--- src/include/motor_monitor_defs.svh ---
`ifndef MOTOR_MONITOR_DEFS_SVH
`define MOTOR_MONITOR_DEFS_SVH

// Drive-pulse limits per motor
`define POS_ON_PULSES     16'd1500
`define POS_OFF_PULSES    16'd300
`define GUIDE_ON_PULSES   16'd700
`define GUIDE_OFF_PULSES  16'd50
`define ALIGN_ON_PULSES   16'd500
`define ALIGN_OFF_PULSES  16'd50

// Pushing motor times
`define PUSH_ON_MS        300
`define PUSH_OFF_MS       80
`define CLK_KHZ           125000

// Fault code bit positions
`define CODE_POS          0
`define CODE_GUIDE        1
`define CODE_ALIGN        2
`define CODE_PUSH         3

`endif

--- src/include/motor_monitor_pkg.sv ---
package motor_monitor_pkg;
  typedef enum logic [1:0] {
    FAULT_POS,
    FAULT_GUIDE,
    FAULT_ALIGN,
    FAULT_PUSH
  } fault_code_t;

  typedef enum {
    IDLE,
    SEEK_OFF,
    SEEK_ON,
    DONE
  } watch_state_t;
endpackage

--- src/include/watch_if.sv ---
`timescale 1ns/10ps
`default_nettype none
interface watch_if;
  logic drive;
  logic tick;
  logic sensor;
  logic fault;
  modport ctrl (output drive, output tick, output sensor, input fault);
  modport mon  (input drive, input tick, input sensor, output fault);
endinterface
`default_nettype wire

--- src/hw/booklet_motor_fault_monitor.sv ---
`timescale 1ns/10ps
`default_nettype none
`include "motor_monitor_defs.svh"
module booklet_motor_fault_monitor
  import motor_monitor_pkg::*;
#(
  parameter int PUSH_ON_MS  = `PUSH_ON_MS,
  parameter int PUSH_OFF_MS = `PUSH_OFF_MS,
  parameter int CLK_KHZ     = `CLK_KHZ,
  parameter int RATE_WIDTH  = 16
) (
  input wire logic                  clk,
  input wire logic                  reset,
  input wire logic                  positioningPlateMotorDrive,
  input wire logic                  positioningPlateMotorPulse,
  input wire logic                  positioningPlateHomeSensor,
  input wire logic                  guidePlateMotorDrive,
  input wire logic                  guidePlateMotorPulse,
  input wire logic                  guideHomeSensor,
  input wire logic                  alignmentMotorDrive,
  input wire logic                  alignmentMotorPulse,
  input wire logic                  aligningPlateHomeSensor,
  input wire logic                  pushingPlateMotorDrive,
  input wire logic                  pushingPlateHomeSensor,
  input wire logic                  pushingPlateEdgeSensor,
  input wire logic                  pushingMotorClockSensor,
  input wire logic [RATE_WIDTH-1:0] pushExpectedPulses,
  input wire logic [31:0]           pushRateWindow,
  input wire logic                  frontDoorSwitch,
  input wire logic                  frontDoorSensor,
  output logic                      motionEnable,
  output logic [3:0]                faultCode,
  output logic                      anyFault
);
  localparam int ON_CYCLES  = PUSH_ON_MS * CLK_KHZ;
  localparam int OFF_CYCLES = PUSH_OFF_MS * CLK_KHZ;

  initial begin
    if (OFF_CYCLES < 1 || ON_CYCLES < OFF_CYCLES)
      $error("booklet_motor_fault_monitor: bad push times");
  end

  // Pin synchronisers: all sensors and pulse inputs come from outside
  localparam int NSYNC = 15;
  logic [NSYNC-1:0] syncA;
  logic [NSYNC-1:0] syncB;
  logic [NSYNC-1:0] pulseLast;

  always_ff @(posedge clk or posedge reset) begin
    if (reset) begin
      syncA     <= '0;
      syncB     <= '0;
      pulseLast <= '0;
    end else begin
      syncA     <= {positioningPlateMotorDrive, positioningPlateMotorPulse,
                    positioningPlateHomeSensor, guidePlateMotorDrive,
                    guidePlateMotorPulse, guideHomeSensor,
                    alignmentMotorDrive, alignmentMotorPulse,
                    aligningPlateHomeSensor, pushingPlateMotorDrive,
                    pushingPlateHomeSensor, pushingPlateEdgeSensor,
                    pushingMotorClockSensor, frontDoorSwitch,
                    frontDoorSensor};
      syncB     <= syncA;
      pulseLast <= syncB;
    end
  end

  function automatic logic rise(input int idx);
    rise = syncB[idx] && !pulseLast[idx];
  endfunction

  logic posDrive, guideDrive, alignDrive, pushDrive, doorSwitch, doorSensor;
  assign posDrive   = syncB[14];
  assign guideDrive = syncB[11];
  assign alignDrive = syncB[8];
  assign pushDrive  = syncB[5];
  assign doorSwitch = syncB[1];
  assign doorSensor = syncB[0];

  assign motionEnable = doorSwitch && doorSensor;

  watch_if posW ();
  watch_if guideW ();
  watch_if alignW ();
  watch_if pushHomeW ();
  watch_if pushEdgeW ();

  // Pulse counting is gated by the door so an open door never runs limits
  assign posW.drive   = posDrive && motionEnable;
  assign posW.tick    = rise(13);
  assign posW.sensor  = syncB[12];
  assign guideW.drive = guideDrive && motionEnable;
  assign guideW.tick  = rise(10);
  assign guideW.sensor = syncB[9];
  assign alignW.drive  = alignDrive && motionEnable;
  assign alignW.tick   = rise(7);
  assign alignW.sensor = syncB[6];

  // Millisecond tick for the pushing motor timers
  localparam int MS_DIV = CLK_KHZ;
  logic [31:0] msCount;
  logic [31:0] next_msCount;
  logic        msTick;

  always_comb begin
    msTick       = (msCount == 32'(MS_DIV - 1));
    next_msCount = msTick ? 32'h0 : msCount + 32'h1;
    if (!pushDrive) next_msCount = 32'h0;
  end

  always_ff @(posedge clk or posedge reset) begin
    if (reset) msCount <= 32'h0;
    else       msCount <= next_msCount;
  end

  assign pushHomeW.drive  = pushDrive && motionEnable;
  assign pushHomeW.tick   = msTick;
  assign pushHomeW.sensor = syncB[4];
  assign pushEdgeW.drive  = pushDrive && motionEnable;
  assign pushEdgeW.tick   = msTick;
  assign pushEdgeW.sensor = syncB[3];

  sensor_watch #(
    .WIDTH     (16),
    .ON_LIMIT  (`POS_ON_PULSES),
    .OFF_LIMIT (`POS_OFF_PULSES)
  ) posWatch (
    .clk   (clk),
    .reset (reset),
    .w     (posW.mon)
  );

  sensor_watch #(
    .WIDTH     (16),
    .ON_LIMIT  (`GUIDE_ON_PULSES),
    .OFF_LIMIT (`GUIDE_OFF_PULSES)
  ) guideWatch (
    .clk   (clk),
    .reset (reset),
    .w     (guideW.mon)
  );

  sensor_watch #(
    .WIDTH     (16),
    .ON_LIMIT  (`ALIGN_ON_PULSES),
    .OFF_LIMIT (`ALIGN_OFF_PULSES)
  ) alignWatch (
    .clk   (clk),
    .reset (reset),
    .w     (alignW.mon)
  );

  sensor_watch #(
    .WIDTH     (16),
    .ON_LIMIT  (16'(PUSH_ON_MS)),
    .OFF_LIMIT (16'(PUSH_OFF_MS))
  ) pushHomeWatch (
    .clk   (clk),
    .reset (reset),
    .w     (pushHomeW.mon)
  );

  sensor_watch #(
    .WIDTH     (16),
    .ON_LIMIT  (16'(PUSH_ON_MS)),
    .OFF_LIMIT (16'(PUSH_OFF_MS))
  ) pushEdgeWatch (
    .clk   (clk),
    .reset (reset),
    .w     (pushEdgeW.mon)
  );

  // Rate window: clock-sensor pulses counted over pushRateWindow cycles
  logic [31:0] rateCount;
  logic [31:0] next_rateCount;
  logic        rateEnd;

  always_comb begin
    rateEnd        = (rateCount == pushRateWindow) && (pushRateWindow != 0);
    next_rateCount = rateEnd ? 32'h0 : rateCount + 32'h1;
    if (!pushDrive) next_rateCount = 32'h0;
  end

  always_ff @(posedge clk or posedge reset) begin
    if (reset) rateCount <= 32'h0;
    else       rateCount <= next_rateCount;
  end

  logic rateFault;

  pulse_rate_check #(
    .WIDTH (RATE_WIDTH)
  ) pushRate (
    .clk       (clk),
    .reset     (reset),
    .drive     (pushHomeW.drive),
    .pulse     (rise(2)),
    .windowEnd (rateEnd),
    .expected  (pushExpectedPulses),
    .fault     (rateFault)
  );

  logic [3:0] next_faultCode;
  always_comb begin
    next_faultCode = faultCode;
    next_faultCode[`CODE_POS]   = faultCode[`CODE_POS] | posW.fault;
    next_faultCode[`CODE_GUIDE] = faultCode[`CODE_GUIDE] | guideW.fault;
    next_faultCode[`CODE_ALIGN] = faultCode[`CODE_ALIGN] | alignW.fault;
    next_faultCode[`CODE_PUSH]  = faultCode[`CODE_PUSH] | pushHomeW.fault
                                  | pushEdgeW.fault | rateFault;
  end

  always_ff @(posedge clk or posedge reset) begin
    if (reset) faultCode <= 4'h0;
    else       faultCode <= next_faultCode;
  end

  assign anyFault = |faultCode;
endmodule
`default_nettype wire

--- src/hw/sensor_watch.sv ---
`timescale 1ns/10ps
`default_nettype none
`include "motor_monitor_defs.svh"
module sensor_watch
  import motor_monitor_pkg::*;
#(
  parameter int              WIDTH     = 16,
  parameter logic [WIDTH-1:0] ON_LIMIT  = 16'h05dc,
  parameter logic [WIDTH-1:0] OFF_LIMIT = 16'h012c
) (
  input wire logic clk,
  input wire logic reset,
  watch_if.mon     w
);
  initial begin
    if (WIDTH < 2 || OFF_LIMIT == '0 || ON_LIMIT == '0)
      $error("sensor_watch: bad limits");
  end

  watch_state_t     state;
  watch_state_t     next_state;
  logic [WIDTH-1:0] count;
  logic [WIDTH-1:0] next_count;
  logic             fault;
  logic             next_fault;
  logic             driveLast;
  logic             next_driveLast;

  assign w.fault = fault;

  always_comb begin
    next_state     = state;
    next_count     = count;
    next_fault     = fault;
    next_driveLast = w.drive;
    unique case (state)
      IDLE: begin
        if (w.drive && !driveLast) begin
          next_count = '0;
          next_state = w.sensor ? SEEK_OFF : SEEK_ON;
        end
      end
      SEEK_OFF: begin
        if (!w.drive) begin
          next_state = IDLE;
        end else if (!w.sensor) begin
          next_state = SEEK_ON;
          next_count = '0;
        end else if (w.tick) begin
          next_count = count + 1'b1;
          if (count + 1'b1 >= OFF_LIMIT) begin
            next_fault = 1'b1;
            next_state = DONE;
          end
        end
      end
      SEEK_ON: begin
        if (!w.drive) begin
          next_state = IDLE;
        end else if (w.sensor) begin
          next_state = DONE;
        end else if (w.tick) begin
          next_count = count + 1'b1;
          if (count + 1'b1 >= ON_LIMIT) begin
            next_fault = 1'b1;
            next_state = DONE;
          end
        end
      end
      DONE: begin
        if (!w.drive) next_state = IDLE;
      end
    endcase
    if (fault) next_fault = 1'b1;
  end

  always_ff @(posedge clk or posedge reset) begin
    if (reset) begin
      state     <= IDLE;
      count     <= '0;
      fault     <= 1'b0;
      driveLast <= 1'b0;
    end else begin
      state     <= next_state;
      count     <= next_count;
      fault     <= next_fault;
      driveLast <= next_driveLast;
    end
  end
endmodule
`default_nettype wire

--- src/hw/pulse_rate_check.sv ---
`timescale 1ns/10ps
`default_nettype none
module pulse_rate_check #(
  parameter int WIDTH = 16
) (
  input wire logic             clk,
  input wire logic             reset,
  input wire logic             drive,
  input wire logic             pulse,
  input wire logic             windowEnd,
  input wire logic [WIDTH-1:0] expected,
  output logic                 fault
);
  initial begin
    if (WIDTH < 1) $error("pulse_rate_check: bad width");
  end

  logic [WIDTH-1:0] count;
  logic [WIDTH-1:0] next_count;
  logic             next_fault;

  always_comb begin
    next_count = count;
    next_fault = fault;
    if (!drive) begin
      next_count = '0;
    end else if (windowEnd) begin
      if (count < expected) next_fault = 1'b1;
      next_count = '0;
    end else if (pulse && count != '1) begin
      next_count = count + 1'b1;
    end
  end

  always_ff @(posedge clk or posedge reset) begin
    if (reset) begin
      count <= '0;
      fault <= 1'b0;
    end else begin
      count <= next_count;
      fault <= next_fault;
    end
  end
endmodule
`default_nettype wire

--- config.mk ---
export PLATFORM = sky130hd
export DESIGN_NAME = booklet_motor_fault_monitor
export DESIGN_NICKNAME = d
export VERILOG_FILES = /design/src/include/motor_monitor_pkg.sv /design/src/include/watch_if.sv /design/src/hw/booklet_motor_fault_monitor.sv /design/src/hw/sensor_watch.sv /design/src/hw/pulse_rate_check.sv
export VERILOG_INCLUDE_DIRS = /design/src /design/src/include
export SDC_FILE = /design/constraint.sdc
export NUM_CORES = 1
export LEC_CHECK = 0
export BUFFER_PORTS_ARGS = -buffer_cell sky130_fd_sc_hd__buf_2
export CAP_MARGIN = 40
export CELL_PAD_IN_SITES_DETAIL_PLACEMENT = 0
export CELL_PAD_IN_SITES_GLOBAL_PLACEMENT = 1
export CORE_ASPECT_RATIO = 0.9
export CORE_UTILIZATION = 52
export DETAILED_ROUTE_END_ITERATION = 7
export PLACE_DENSITY_LB_ADDON = 0.1
export SETUP_SLACK_MARGIN = 0.4
export SYNTH_ARGS = -nofsm -noshare
export SYNTH_HDL_FRONTEND = slang
export SYNTH_SLANG_ARGS = --single-unit
--- constraint.sdc ---
create_clock -name clk -period 13.7 [get_ports clk]
set_input_delay 1.37 -clock clk [delete_from_list [all_inputs] [get_ports clk]]
set_output_delay 1.37 -clock clk [all_outputs]
set_load 0.01 [all_outputs]
Yosys cells after proc, flatten, opt, wreduce, memory -nomap -nowiden --
Index checks and enable logic that the tools add are counted. Widths: inputs -> output; s select.
Storage, ports and cells: memories kept 0, word-level logic and storage cells 312, bits in read-only memories 0, register bits 378, input port bits 65, memory bits (writable) 0, latch bits 0, output and inout bits 6
Cells by class: bitwise logic cells 6, add/sub/neg operators 8, reduce and logical (&&, ||, !) cells 46, order comparisons 11, divide/modulo/power cells 0, multiplexer cells 150, shift-type cells 0, $mul 0, equality and inequality tests 64
Operators by type and width (count):
- $mux 32 | 53
- $pmux 32 s4 | 5
- $mux 16 | 32
- $eq 32x2->1 const B | 10
- $pmux 16 s3 | 5
- $eq 32x1->1 const B | 5
- $logic_not 32->1 | 5
- $add 16x1->16 const B | 6
- $ne 4x4->1 const B | 20
- $add 32x1->32 const B | 2
- $ge 16x9->1 const B | 4
- $mux 1 | 45
- $eq 32x17->1 const B | 1
- $eq 32x32->1 | 1
- $ge 16x6->1 const B | 2
- $ge 16x7->1 const B | 2
- $reduce_bool 32->1 | 1
- $ne 2x1->1 const B | 15
- $reduce_and 6->1 | 5
- $reduce_and 5->1 | 5
- $ne 2x2->1 const B | 10
- $ge 16x10->1 const B | 1
- $ge 16x11->1 const B | 1
- $lt 16x16->1 | 1
- other kinds (10) | 48

Longest topological paths before layout --
Gate-level depths: netlist (run 1).
depth after elaboration 8, gate-level depth with buffers 11

Modules after synthesis --
Synthesis (run 1) repeated with hierarchy kept, for this count alone.
Unflattened totals: cells, all modules 1566, area total of the unflattened synthesis 14214.9 um^2
Modules (own cells, without submodules):
- booklet_motor_fault_monitor | seq. area each 2552.4 um^2, times used 1, area each 4630.7 um^2, cells an instance 425
- sensor_watch at alignWatch | seq. area each 500.5 um^2, times used 1, area each 1741.7 um^2, cells an instance 217
- sensor_watch at pushEdgeWatch | seq. area each 500.5 um^2, times used 1, area each 1659.1 um^2, cells an instance 203
- sensor_watch at posWatch | seq. area each 500.5 um^2, times used 1, area each 1656.6 um^2, cells an instance 196
- sensor_watch at guideWatch | seq. area each 500.5 um^2, times used 1, area each 1636.6 um^2, cells an instance 194
- sensor_watch at pushHomeWatch | seq. area each 500.5 um^2, times used 1, area each 1514.0 um^2, cells an instance 176
- pulse_rate_check | seq. area each 425.4 um^2, times used 1, area each 1376.3 um^2, cells an instance 155

Worst setup path after synthesis (run 1) --
Ideal clock, no wire load.
path kind input -> register, from in pushRateWindow[18], to reg pushRate.count[0], setup time 0.132 ns, path slack 10.537 ns, arrival 3.031 ns, cell stages on the path 10, required time 13.568 ns, buffers on the path 3, cell sequence xor2_1 nor4_1 nand4_1 nor3_1 nand2b_1 clkbuf_1 or2_2 clkbuf_1 clkbuf_1 nor2_1
On the way: word-level cells in the longest chain between the ends 4
RTL lines:
- from (decl) | line booklet_motor_fault_monitor.sv:28 | input wire logic [31:0] pushRateWindow,
- $eq 32x32->1 or $reduce_bool 32->1 (tied branches) | line booklet_motor_fault_monitor.sv:179 | rateEnd = (rateCount == pushRateWindow) && (pushRateWindow != 0);
- $logic_and 1x1->1 (*) | line booklet_motor_fault_monitor.sv:179
- $mux 16 | line pulse_rate_check.sv:27 | end else if (windowEnd) begin
- $mux 16 | line pulse_rate_check.sv:25 | if (!drive) begin
- to (signal assigned) | line pulse_rate_check.sv:40 | count <= next_count;
- to (decl) | line pulse_rate_check.sv:18 | logic [WIDTH-1:0] count;
Every way passes the cells marked *; elsewhere a longest branch is shown, timed or not. A chain may end at the register's enable or synchronous reset.

Worst setup path in the final report (run 1) --
from reg faultCode[0], to out anyFault
On the way: word-level cells in the longest chain between the ends 1
RTL lines:
- from (decl) | line booklet_motor_fault_monitor.sv:32 | output logic [3:0] faultCode,
- from (signal assigned) | line booklet_motor_fault_monitor.sv:215 | else faultCode <= next_faultCode;
- $reduce_or 4->1 | line booklet_motor_fault_monitor.sv:218 | assign anyFault = |faultCode;
- to (decl) | line booklet_motor_fault_monitor.sv:33 | output logic anyFault
No other way between the ends.

==> metrics.yaml, run 1 <==
cells_and_area:
  final_util_pct: 59.28
  nets: 1601
  antenna_cells: 0
  drive_gt1_share_pct: 10.21
  multiInputGateArea_sq_um: 7022
  ff_latch_area_sq_um: 5455
  num-fill-cells: 2146
  syn2layout_area_growth_pct: 11.33
critical_path:
  worstSetupStartpointType: "flip-flop"
  reg2reg_slack_ns: 10.75
  worstPathMaxFanout: 3
  rr_worst_depth: 9
  cp.required_ns: 12.33
  worst_ep_arrival_time_ns: 1.61
  critPathCaptureType: "output port"
  worst-setup-path-type: "reg -> out"
timing:
  post-route-period-util_pct: 21.76
  slew_viol_final: 0
  final.setup.tns_ns: 0
  finClkSkew_ns: 0.01681
  period_minus_slack_ns: 2.981
  grt_setup_unrepaired: "no"
  worst_pin_slew_ns: 0.9140
  setup_viol_count_final: 0
  hold_viol: 0
  max_clock_freq_ghz: 0.3355
  relSlewSlack_pct: 38.84
logic_synthesis:
  synthAdderAreaFrac_pct: 4.251
  netlist_instances: 1444
  async_flop_share_pct: 100.0
  syn_area_sq_um: 12950
  synth_simple_gate_area_share_pct: 24.43
  synth.net_count: 1553
  ys_ff_latch: 218
  synth-seq-area-share_pct: 42.12
  synth-xor-area-share_pct: 11.56
  synth_compound_area_share_pct: 12.30
  synth_top_family_by_area: "simple AND/OR/NAND/NOR gates"
  yosys_warnings: 0
  synthMuxAreaShare_pct: 1.584
  ys.flop_type: "dfrtp_1"
  syn_area_per_cell_sq_um: 8.969
  ys_types: 80
  synth-edff-count: 0
power_and_ir_drop:
  leakagePower_nw: 6.333
  peakVddDrop_v: 0.00009514
  power_density_nw_per_um2: 121.5
drt:
  num_vias: 10429
  dr_wl_met3_um: 891
  dr_wl_met2_um: 12530
  drtAntennaViolNets: 0
  first_pass_iters: 5
  drt-initial-drc-count: 720
  drc: 0
  wl_per_cell_um: 15.46
  route.top_layer_used: "met4"
  via_per_inst: 5.740
  wl_met1_um: 14110
  wl_um: 28090
cts:
  cts_setup_buffers: 0
  clock_sinks: 218
  max-clock-path-buffers: 3
  clock_latency_ns: 0.53
  cts_resized: 0
  cts-root-buf: "clkbuf_16"
  cts_max_level: 1
  ctsHoldBuffers: 0
  cts_tree: "built"
  cts_buffers: 26
  clkTransAtPathRegs_ns: 0.06
place:
  io_buffers: 70
  globalplace.congestion: 0.8633
  dp.final_hpwl_um: 19670
floorplan:
  rows: 54
  initial_utilization_pct: 53.25
  dieHeight_um: 151.7
  die_w_um: 168.4
  io_pins: 71
  core_sq_um: 24320
  dieArea_sq_um: 25540
grt:
  grt_max_degree: 88
  grt_pass1_wl_um: 47140
  antenna_found_initial: 0
  globalRouteOverflowTotal: 0
  track_usage_pct: 22.24
  grt_pass1_vias: 9694
min_path:
  holdPathStages: 0
  min_path_type: "reg -> reg"
outcome:
  outcome: "finished, final reports clean"
job:
  maxCapViolations: 0
-- path summary, 6_finish.rpt --
path / start / to
setup / recovery: faultCode[0] / anyFault
hold / removal: syncA[13] / syncB[13]
setup reg to reg: posWatch.count[0] / posWatch.state[0]
hold reg to reg: syncA[13] / syncB[13]
max in group asynchronous: reset / guideWatch.count[5]
min in group asynchronous: reset / syncA[7]
-- registers in the layout, indices dropped and copies added, names as in the netlist, 15 cells and up --
register,flops
rateCount,32
alignWatch.count,16
guideWatch.count,16
pushEdgeWatch.count,16
syncA,15
pushHomeWatch.count,16
syncB,15
posWatch.count,16
msCount,32
pushRate.count,16
-- stage by stage --
| step | hold slack (ns) | power [W] | setup WS, ns | instances | cell area (sq um) |
|---|---|---|---|---|---|
| finish | 0.3459 | 0.001752 | 10.72 | 1817 | 14420 |
| global placement | 0.3326 | 0.001047 | 10.48 | 1768 | 13490 |
| global route | 0.3560 | 0.001842 | 10.47 | 1817 | 14420 |
| detailed placement | 0.3347 | 0.001062 | 10.45 | 1772 | 13530 |
| floorplan | 0.3312 | 0.0009546 | 6.366 | 1444 | 12950 |
| CTS | 0.3482 | 0.001772 | 10.67 | 1817 | 14420 |
-- Yosys cell counts, drive strengths merged (5+ instances only) --
| library cell | instances | area share (%) |
|---|---|---|
| and3 | 31 | 1.5 |
| a211oi | 7 | 0.41 |
| dfrtp | 218 | 42 |
| a21boi | 8 | 0.49 |
| xor2 | 113 | 7.6 |
| o41ai | 9 | 0.61 |
| nor3 | 30 | 1.2 |
| mux2i | 16 | 1.2 |
| nand2 | 105 | 3.0 |
| o211ai | 7 | 0.41 |
| clkbuf | 47 | 1.5 |
| nor2 | 213 | 6.2 |
| o32ai | 6 | 0.41 |
| a31oi | 5 | 0.24 |
| or3 | 13 | 0.67 |
| nor4 | 31 | 1.5 |
| nand4 | 57 | 2.8 |
| xnor2 | 58 | 3.9 |
| a21oi | 47 | 1.8 |
| a21o | 9 | 0.52 |
| or4 | 5 | 0.29 |
| nand3 | 69 | 2.7 |
| o31ai | 7 | 0.41 |
| and4 | 16 | 1.1 |
| o21ai | 67 | 2.6 |
| and2 | 12 | 0.58 |
| nor4b | 7 | 0.47 |
| or2 | 10 | 0.48 |
| ha | 44 | 4.3 |
| nand2b | 19 | 0.92 |
| inv | 55 | 1.6 |
| nor2b | 12 | 0.58 |
| buf | 15 | 0.69 |
| o2111ai | 8 | 0.54 |
-- report_power, final --
part | switching, W | total (W) | internal [W]
Sequential | 0.0000285 | 0.000698 | 0.000669
Combinational | 0.000225 | 0.000353 | 0.000128
Clock | 0.000271 | 0.000702 | 0.000431
Total | 0.000525 | 0.00175 | 0.00123
-- metal layers --
metal  vias to the layer above  global-route usage (%)
met5                         -                       0
met4                         0                   5.682
met3                        36                   2.468
met2                       194                   35.46
met1                      4980                   32.34
li1                       5219                       -
-- cells by family after synthesis --
logic type | Yosys count
and+or+nand+nor | 638
DFF | 218
adders and majority gates | 44
AOI/OAI and AO/OA | 236
xor gates and xnor gates | 171
muxes | 20
buffers and inverters | 117
-- critical path, stage by stage (launching register included) --
cell and delay (ns):
dfrtp_1 0.43, or4_1 0.51, buf_2 0.15
-- cells in the final DEF (no fill, tap or decap), types with 10 or more instances in the layout --
master,instances
clkbuf_16,26
ha_1,44
o21ai_0,63
a21oi_1,47
buf_4,10
nand2_1,105
nand2b_1,19
or3_1,12
and3_1,30
mux2i_1,16
and4_1,15
inv_1,54
nand4_1,56
nor2b_1,12
dfrtp_1,218
nor3_1,30
buf_2,70
nand3_1,69
or2_2,10
nor4_1,31
nor2_1,213
xor2_1,113
and2_1,12
xnor2_1,58
-- cell type report --
| cell class | instances | area share, % |
|---|---|---|
| clock buffer | 33 | 5.042 |
| clock inverter | 12 | 1.102 |
| inverter | 55 | 1.484 |
| multi-input combinational | 1109 | 48.70 |
| sequential | 218 | 37.83 |
| tap | 308 | 2.673 |
| timing repair buffer | 82 | 3.167 |
Note: power is estimated with default switching activity, not from simulation.
==> inputs of run 2 (changes only) <==
--- a/config.mk
+++ b/config.mk
@@ -11,7 +11,7 @@
 export CELL_PAD_IN_SITES_DETAIL_PLACEMENT = 0
 export CELL_PAD_IN_SITES_GLOBAL_PLACEMENT = 1
 export CORE_ASPECT_RATIO = 0.9
-export CORE_UTILIZATION = 52
+export CORE_UTILIZATION = 43
 export DETAILED_ROUTE_END_ITERATION = 7
 export PLACE_DENSITY_LB_ADDON = 0.1
 export SETUP_SLACK_MARGIN = 0.4
==> constraint.sdc (replaced) <==
create_clock -name clk -period 2.5 [get_ports clk]
set_input_delay 0.25 -clock clk [delete_from_list [all_inputs] [get_ports clk]]
set_output_delay 0.25 -clock clk [all_outputs]
set_load 0.01 [all_outputs]
==> run 2 against run 1 <==
Compared with the run above:
- via count rose by 8.3%
- non-clock buffer count rose by 187
- critical path depth rose by 7
- combinational power grew to 7.6 times the previous value
- setup slack lost 11 ns
- die area up 21%
- largest cell class unchanged
- highest routed layer unchanged
==> metrics.yaml, run 2 (synthesized netlist as in run 1, its figures left out) <==
timing:
  finClkSkew_ns: 0.01082
  grt_setup_unrepaired: "yes"
  post-route-period-util_pct: 97.68
  period_minus_slack_ns: 2.442
  relSlewSlack_pct: 67.57
  hold_viol: 0
  slew_viol_final: 0
  worst_pin_slew_ns: 0.4743
  setup_viol_count_final: 0
  max_clock_freq_ghz: 0.4095
cts:
  cts-root-buf: "clkbuf_16"
  max-clock-path-buffers: 3
  cts_buffers: 26
  clock_sinks: 218
  clock_latency_ns: 0.55
  clkTransAtPathRegs_ns: 0.06
  cts_max_level: 1
  cts_tree: "built"
critical_path:
  worst_ep_arrival_time_ns: 2.87
  path_delay_family: "compound AO/OA/AOI/OAI gates"
  reg2reg_from: "alignWatch.count[1]"
  reg2reg_slack_ns: 0.06
  slowest_stage: "a2111o_1"
  cp.required_ns: 2.93
  critPathLaunch: "alignWatch.count[1]"
  worst-setup-path-type: "reg -> reg"
  worstSetupStartpointType: "flip-flop"
  worstPathMaxFanout: 7
  crit_chain: "ha_4 -> and3_4 -> o211ai_1 -> nand3_1 -> a2111o_1 -> a22oi_1 -> o21ai_1 -> a21boi_1 -> mux2_2"
  critPathBufInv: 0
  cpPeakStageDelay_ns: 0.45
  critPathCaptureType: "flip-flop"
cells_and_area:
  nets: 1789
  reg_top3: "msCount: 32 flops, rateCount: 32 flops"
  drive_gt1_share_pct: 30.78
  final_cell_mix: "nor2_1 (198), dfrtp_1 (191), buf_4 (149)"
  stdcell_area_sq_um: 17160
  num-fill-cells: 2576
  syn2layout_area_growth_pct: 32.51
  mostFrequentLayoutCell: "nor2_1"
  multiInputGateArea_sq_um: 8080
  ff_latch_area_sq_um: 5489
  antenna_cells: 0
power_and_ir_drop:
  switching_share_pct: 31.04
  sequentialPowerShare_pct: 37.0
  p_clk_share_pct: 37.0
  comb_power_share_pct: 26.0
  finalPower_w: 0.01033
  leakagePower_nw: 7.494
  peakVddDrop_v: 0.0006423
  switchingPower_w: 0.003207
  power_density_nw_per_um2: 602.1
  p_int_w: 0.007126
job:
  maxCapViolations: 0
grt:
  grt_pass1_vias: 10844
  globalRouteOverflowTotal: 0
  grt_max_degree: 81
  grt_pass1_wl_um: 53340
  antenna_found_initial: 0
  track_usage_pct: 20.76
floorplan:
  dieArea_sq_um: 30820
  core_sq_um: 29230
  dieHeight_um: 166.6
  initial_utilization_pct: 44.30
  die_w_um: 184.9
  io_pins: 71
  rows: 59
place:
  post_dp_cell_area_sq_um: 14420
  dp.final_hpwl_um: 21300
  io_buffers: 70
  globalplace.congestion: 0.8845
drt:
  drc: 0
  drtAntennaViolNets: 0
  first_pass_iters: 6
  via_per_inst: 5.392
  num_vias: 11297
  wl_per_cell_um: 15.60
  drt-initial-drc-count: 631
  wl_um: 32680
outcome:
  outcome: "finished, final reports clean"
min_path:
  min_path_type: "in -> async"
[run 2: cell count changes in the layout (fill, tap and decap cells not counted), moves of 12 or more]
cell	change
ha_1	-17
nand3_2	+14
nor4_1	-12
dlygate4sd3_1	+16
nand3_1	-17
dfrtp_1	-27
buf_4	+139
o21ai_0	-17
dfrtp_2	+27
nor2_1	-15
buf_6	+26
nor3_1	-14
[run 2: metal layers]
metal / vias up / wire length [um] / global-route usage, %
met3: 34 / 1086 / 2.996
met1: 5496 / 15890 / 30.19
met5: - / 0 / 0
met4: 0 / 520 / 4.779
met2: 169 / 15180 / 32.48
li1: 5598 / - / -
[run 2: layout make-up]
type | count | area share [%]
repair buffers | 269 | 11.85
inverters | 55 | 1.225
multi-input cells | 1110 | 47.08
well taps | 396 | 2.887
flip-flops and latches | 218 | 31.98
clock inverters | 10 | 0.5833
clock buffers | 37 | 4.389
[run 2: worst min-delay path, delay by kind of cell]
family	cells	cell delay, ns
buffers and inverters	3	0.82
[run 2: timing repair]
item,CTS,global route
buffers inserted,34,47
hold buffers,16,0
endpoints found under the setup margin,104,143
endpoints found under the hold margin,233,0
cloned,2,2
pin swaps,58,80
gates resized for setup,98,174
[run 2: through the flow]
step / std cells / hold slack (ns) / worst slack, ns / TNS (ns) / utilization (%)
final: 2095 / 0.1651 / 0.05796 / 0 / 58.71
after global routing: 2095 / 0.1788 / -0.01522 / -0.02821 / 58.71
after CTS: 2046 / 0.1466 / 0.07646 / 0 / 54.99
after detailed placement: 1947 / 0.1833 / -0.04009 / -0.04689 / 49.32
after global placement: 1947 / 0.1795 / 0.06319 / 0 / 49.32
after floorplan: 1444 / 0.2814 / -0.5901 / -128.64 / -
[run 2: power groups by stage]
stage | combinational, W | clock [W] | sequential [W]
3_3_place_gp | 0.00213 | 0 | 0.00386
6_report | 0.00269 | 0.00382 | 0.00383
4_1_cts | 0.00230 | 0.00392 | 0.00381
5_1_grt | 0.00296 | 0.00407 | 0.00384
3_5_place_dp | 0.00213 | 0 | 0.00387
2_1_floorplan | 0.00141 | 0 | 0.00384
[run 2: path summary, 6_finish.rpt]
path                                       end  cells past startpoint
min                                  syncB[14]                      3
min in group clk                pushRate.fault                      6
min reg2reg                           syncB[4]                      0
max in group asynchronous  guideWatch.count[2]                      4
max reg2reg                alignWatch.state[0]                      9
max                        alignWatch.state[0]                      9
==> inputs of run 3 (changes only) <==
--- a/config.mk
+++ b/config.mk
@@ -11,7 +11,7 @@
 export CELL_PAD_IN_SITES_DETAIL_PLACEMENT = 0
 export CELL_PAD_IN_SITES_GLOBAL_PLACEMENT = 1
 export CORE_ASPECT_RATIO = 0.9
-export CORE_UTILIZATION = 43
+export CORE_UTILIZATION = 48
 export DETAILED_ROUTE_END_ITERATION = 7
 export PLACE_DENSITY_LB_ADDON = 0.1
 export SETUP_SLACK_MARGIN = 0.4
==> constraint.sdc (replaced) <==
create_clock -name clk -period 2.35 [get_ports clk]
set_input_delay 0.235 -clock clk [delete_from_list [all_inputs] [get_ports clk]]
set_output_delay 0.235 -clock clk [all_outputs]
set_load 0.01 [all_outputs]
==> run 3 against run 2 <==
Compared with the run above:
- the run now ends with setup timing left
- critical path depth did not move
- via count increased by 5.8%
- power rose by 12%
- setup slack worse by 0.075 ns
- global-route usage grew 3.3 points
- die area down 10%
- sequential share of layout area shrank 3.4 points
- clock power is 4% higher
==> metrics.yaml, run 3 (synthesized netlist as in run 1, its figures left out) <==
cells_and_area:
  layoutNonFillerInstCount: 2148
  syn2layout_area_growth_pct: 48.35
  nets: 1891
  num-fill-cells: 1848
  reg_top3: "msCount: 32 flops, rateCount: 32 flops"
  final_cell_mix: "buf_4 (223), dfrtp_1 (186), nor2_1 (133)"
  drive_gt1_share_pct: 43.72
  antenna_cells: 0
  mostFrequentLayoutCell: "buf_4"
  stdcell_area_sq_um: 19210
timing:
  final.setup.tns_ns: -0.03368
  hold_viol: 0
  setup_viol_count_final: 2
  grt_setup_unrepaired: "yes"
  hold-worst-slack_ns: 0.2378
  worst_pin_slew_ns: 0.4730
  slew_viol_final: 0
  max_clock_freq_ghz: 0.4224
  setup_slack_ns: -0.01753
  relSlewSlack_pct: 68.17
  finClkSkew_ns: 0.01560
  period_minus_slack_ns: 2.368
  post-route-period-util_pct: 100.7
place:
  io_buffers: 70
  globalplace.congestion: 0.8573
  post_dp_cell_area_sq_um: 14720
  dp.cells: 1937
  dp.final_hpwl_um: 21180
critical_path:
  cp.required_ns: 2.75
  worstSetupStartpointType: "flip-flop"
  crit_chain: "ha_4 -> buf_6 -> nand4_1 -> a41oi_2 -> o32a_1 -> nor3_2 -> a211oi_2 -> o21ai_2 -> mux2_4"
  worst_ep_arrival_time_ns: 2.77
  path_delay_family: "compound AO/OA/AOI/OAI gates"
  critPathCaptureType: "flip-flop"
  critPathBufInv: 1
  cpPeakStageDelay_ns: 0.44
  worstPathMaxFanout: 7
  worst-setup-path-type: "reg -> reg"
  slowest_stage: "dfrtp_2"
power_and_ir_drop:
  switchingPower_w: 0.003703
  peakVddDrop_v: 0.0006142
  sequentialPowerShare_pct: 35.1
  power_density_nw_per_um2: 604.3
  leakagePower_nw: 8.318
  p_clk_share_pct: 34.3
  switching_share_pct: 31.89
  comb_power_share_pct: 30.5
  p_int_w: 0.007908
  finalPower_w: 0.01161
grt:
  track_usage_pct: 24.09
  grt_max_degree: 86
  antenna_found_initial: 0
  grt_pass1_vias: 11283
  grt_pass1_wl_um: 55500
  globalRouteOverflowTotal: 0
cts:
  clock_latency_ns: 0.53
  max-clock-path-buffers: 3
  cts-root-buf: "clkbuf_16"
  cts_tree: "built"
  cts_max_level: 1
  clock_sinks: 218
  clkTransAtPathRegs_ns: 0.06
  cts_buffers: 24
floorplan:
  rows: 56
  io_pins: 71
  initial_utilization_pct: 49.29
  die_w_um: 175.1
  core_sq_um: 26280
  dieHeight_um: 157.8
  dieArea_sq_um: 27640
drt:
  drtAntennaViolNets: 0
  num_vias: 11950
  first_pass_iters: 5
  wl_um: 35630
  via_per_inst: 5.563
  drt-initial-drc-count: 786
  wl_per_cell_um: 16.59
  drc: 0
outcome:
  outcome: "finished with violations"
  violations: "setup timing"
job:
  maxCapViolations: 0
min_path:
  min_path_type: "in -> reg"
==> run 3: cell types whose count changed in the layout (fill, tap and decap cells not counted), sizes merged <==
cell           delta
clkdlybuf4s15     +1
clkinvlp          +3
inv               +1
clkbuf            -9
buf             +104
bufinv            +1
==> run 3: worst min-delay path: stages <==
cell       delay, ns
buf_2           0.09
inv_1           0.05
ha_1            0.15
a2111oi_2       0.05
nand2_1         0.07
o21bai_1        0.07
==> run 3: final cells by class <==
class                   instances  area, sq um  share of cell area, %
flip-flops and latches        218         5495                  28.60
clock inverters                15        183.9                 0.9573
multi-input cells            1110         9161                  47.68
well taps                     348        435.4                  2.266
repair buffers                373         3068                  15.97
inverters                      55        210.2                  1.094
clock buffers                  29        659.4                  3.432
==> run 3: worst paths after layout <==
check	from	to	slack [ns]	cells past startpoint
worst min-delay path	pushExpectedPulses[15]	pushRate.fault	0.24	6
min in group asynchronous	reset	syncA[2]	0.43	4
worst min register to register	syncA[11]	syncB[11]	0.35	0
worst max-delay path	pushEdgeWatch.count[1]	pushEdgeWatch.state[0]	-0.02	9
worst max register to register	pushEdgeWatch.count[1]	pushEdgeWatch.state[0]	-0.02	9
max in group asynchronous	reset	posWatch.count[1]	1.48	4
==> run 3: through the flow <==
stage	util [%]	setup slack, ns
detailed placement	56.01	-0.09773
CTS	66.92	-0.1178
global route	73.12	-0.1190
floorplan	-	-0.7251
finish	73.12	-0.01753
global placement	56.01	-0.07983
==> run 3: power groups by stage <==
stage | registers [W] | logic, W | clock network [W]
final | 0.00408 | 0.00355 | 0.00399
after global routing | 0.00410 | 0.00384 | 0.00423
after CTS | 0.00406 | 0.00302 | 0.00408
after detailed placement | 0.00411 | 0.00230 | 0
after global placement | 0.00411 | 0.00228 | 0
after floorplan | 0.00409 | 0.00152 | 0
==> run 3: per-layer routing <==
metal  GRT usage, %  up-vias  routed length (um)
met4          4.596        0                 523
met1          33.30     5924               16430
met2          41.08      191               17660
met5              0        -                   0
met3          2.642       39                1015
li1               -     5796                   -
==> run 3: timing repair <==
item	in CTS	in global routing
setup buffers	87	54
hold buffers	16	0
endpoints found under the hold margin	233	0
cloned	4	6
resized for setup	267	277
setup endpoints to repair	146	175
pin swaps	165	142
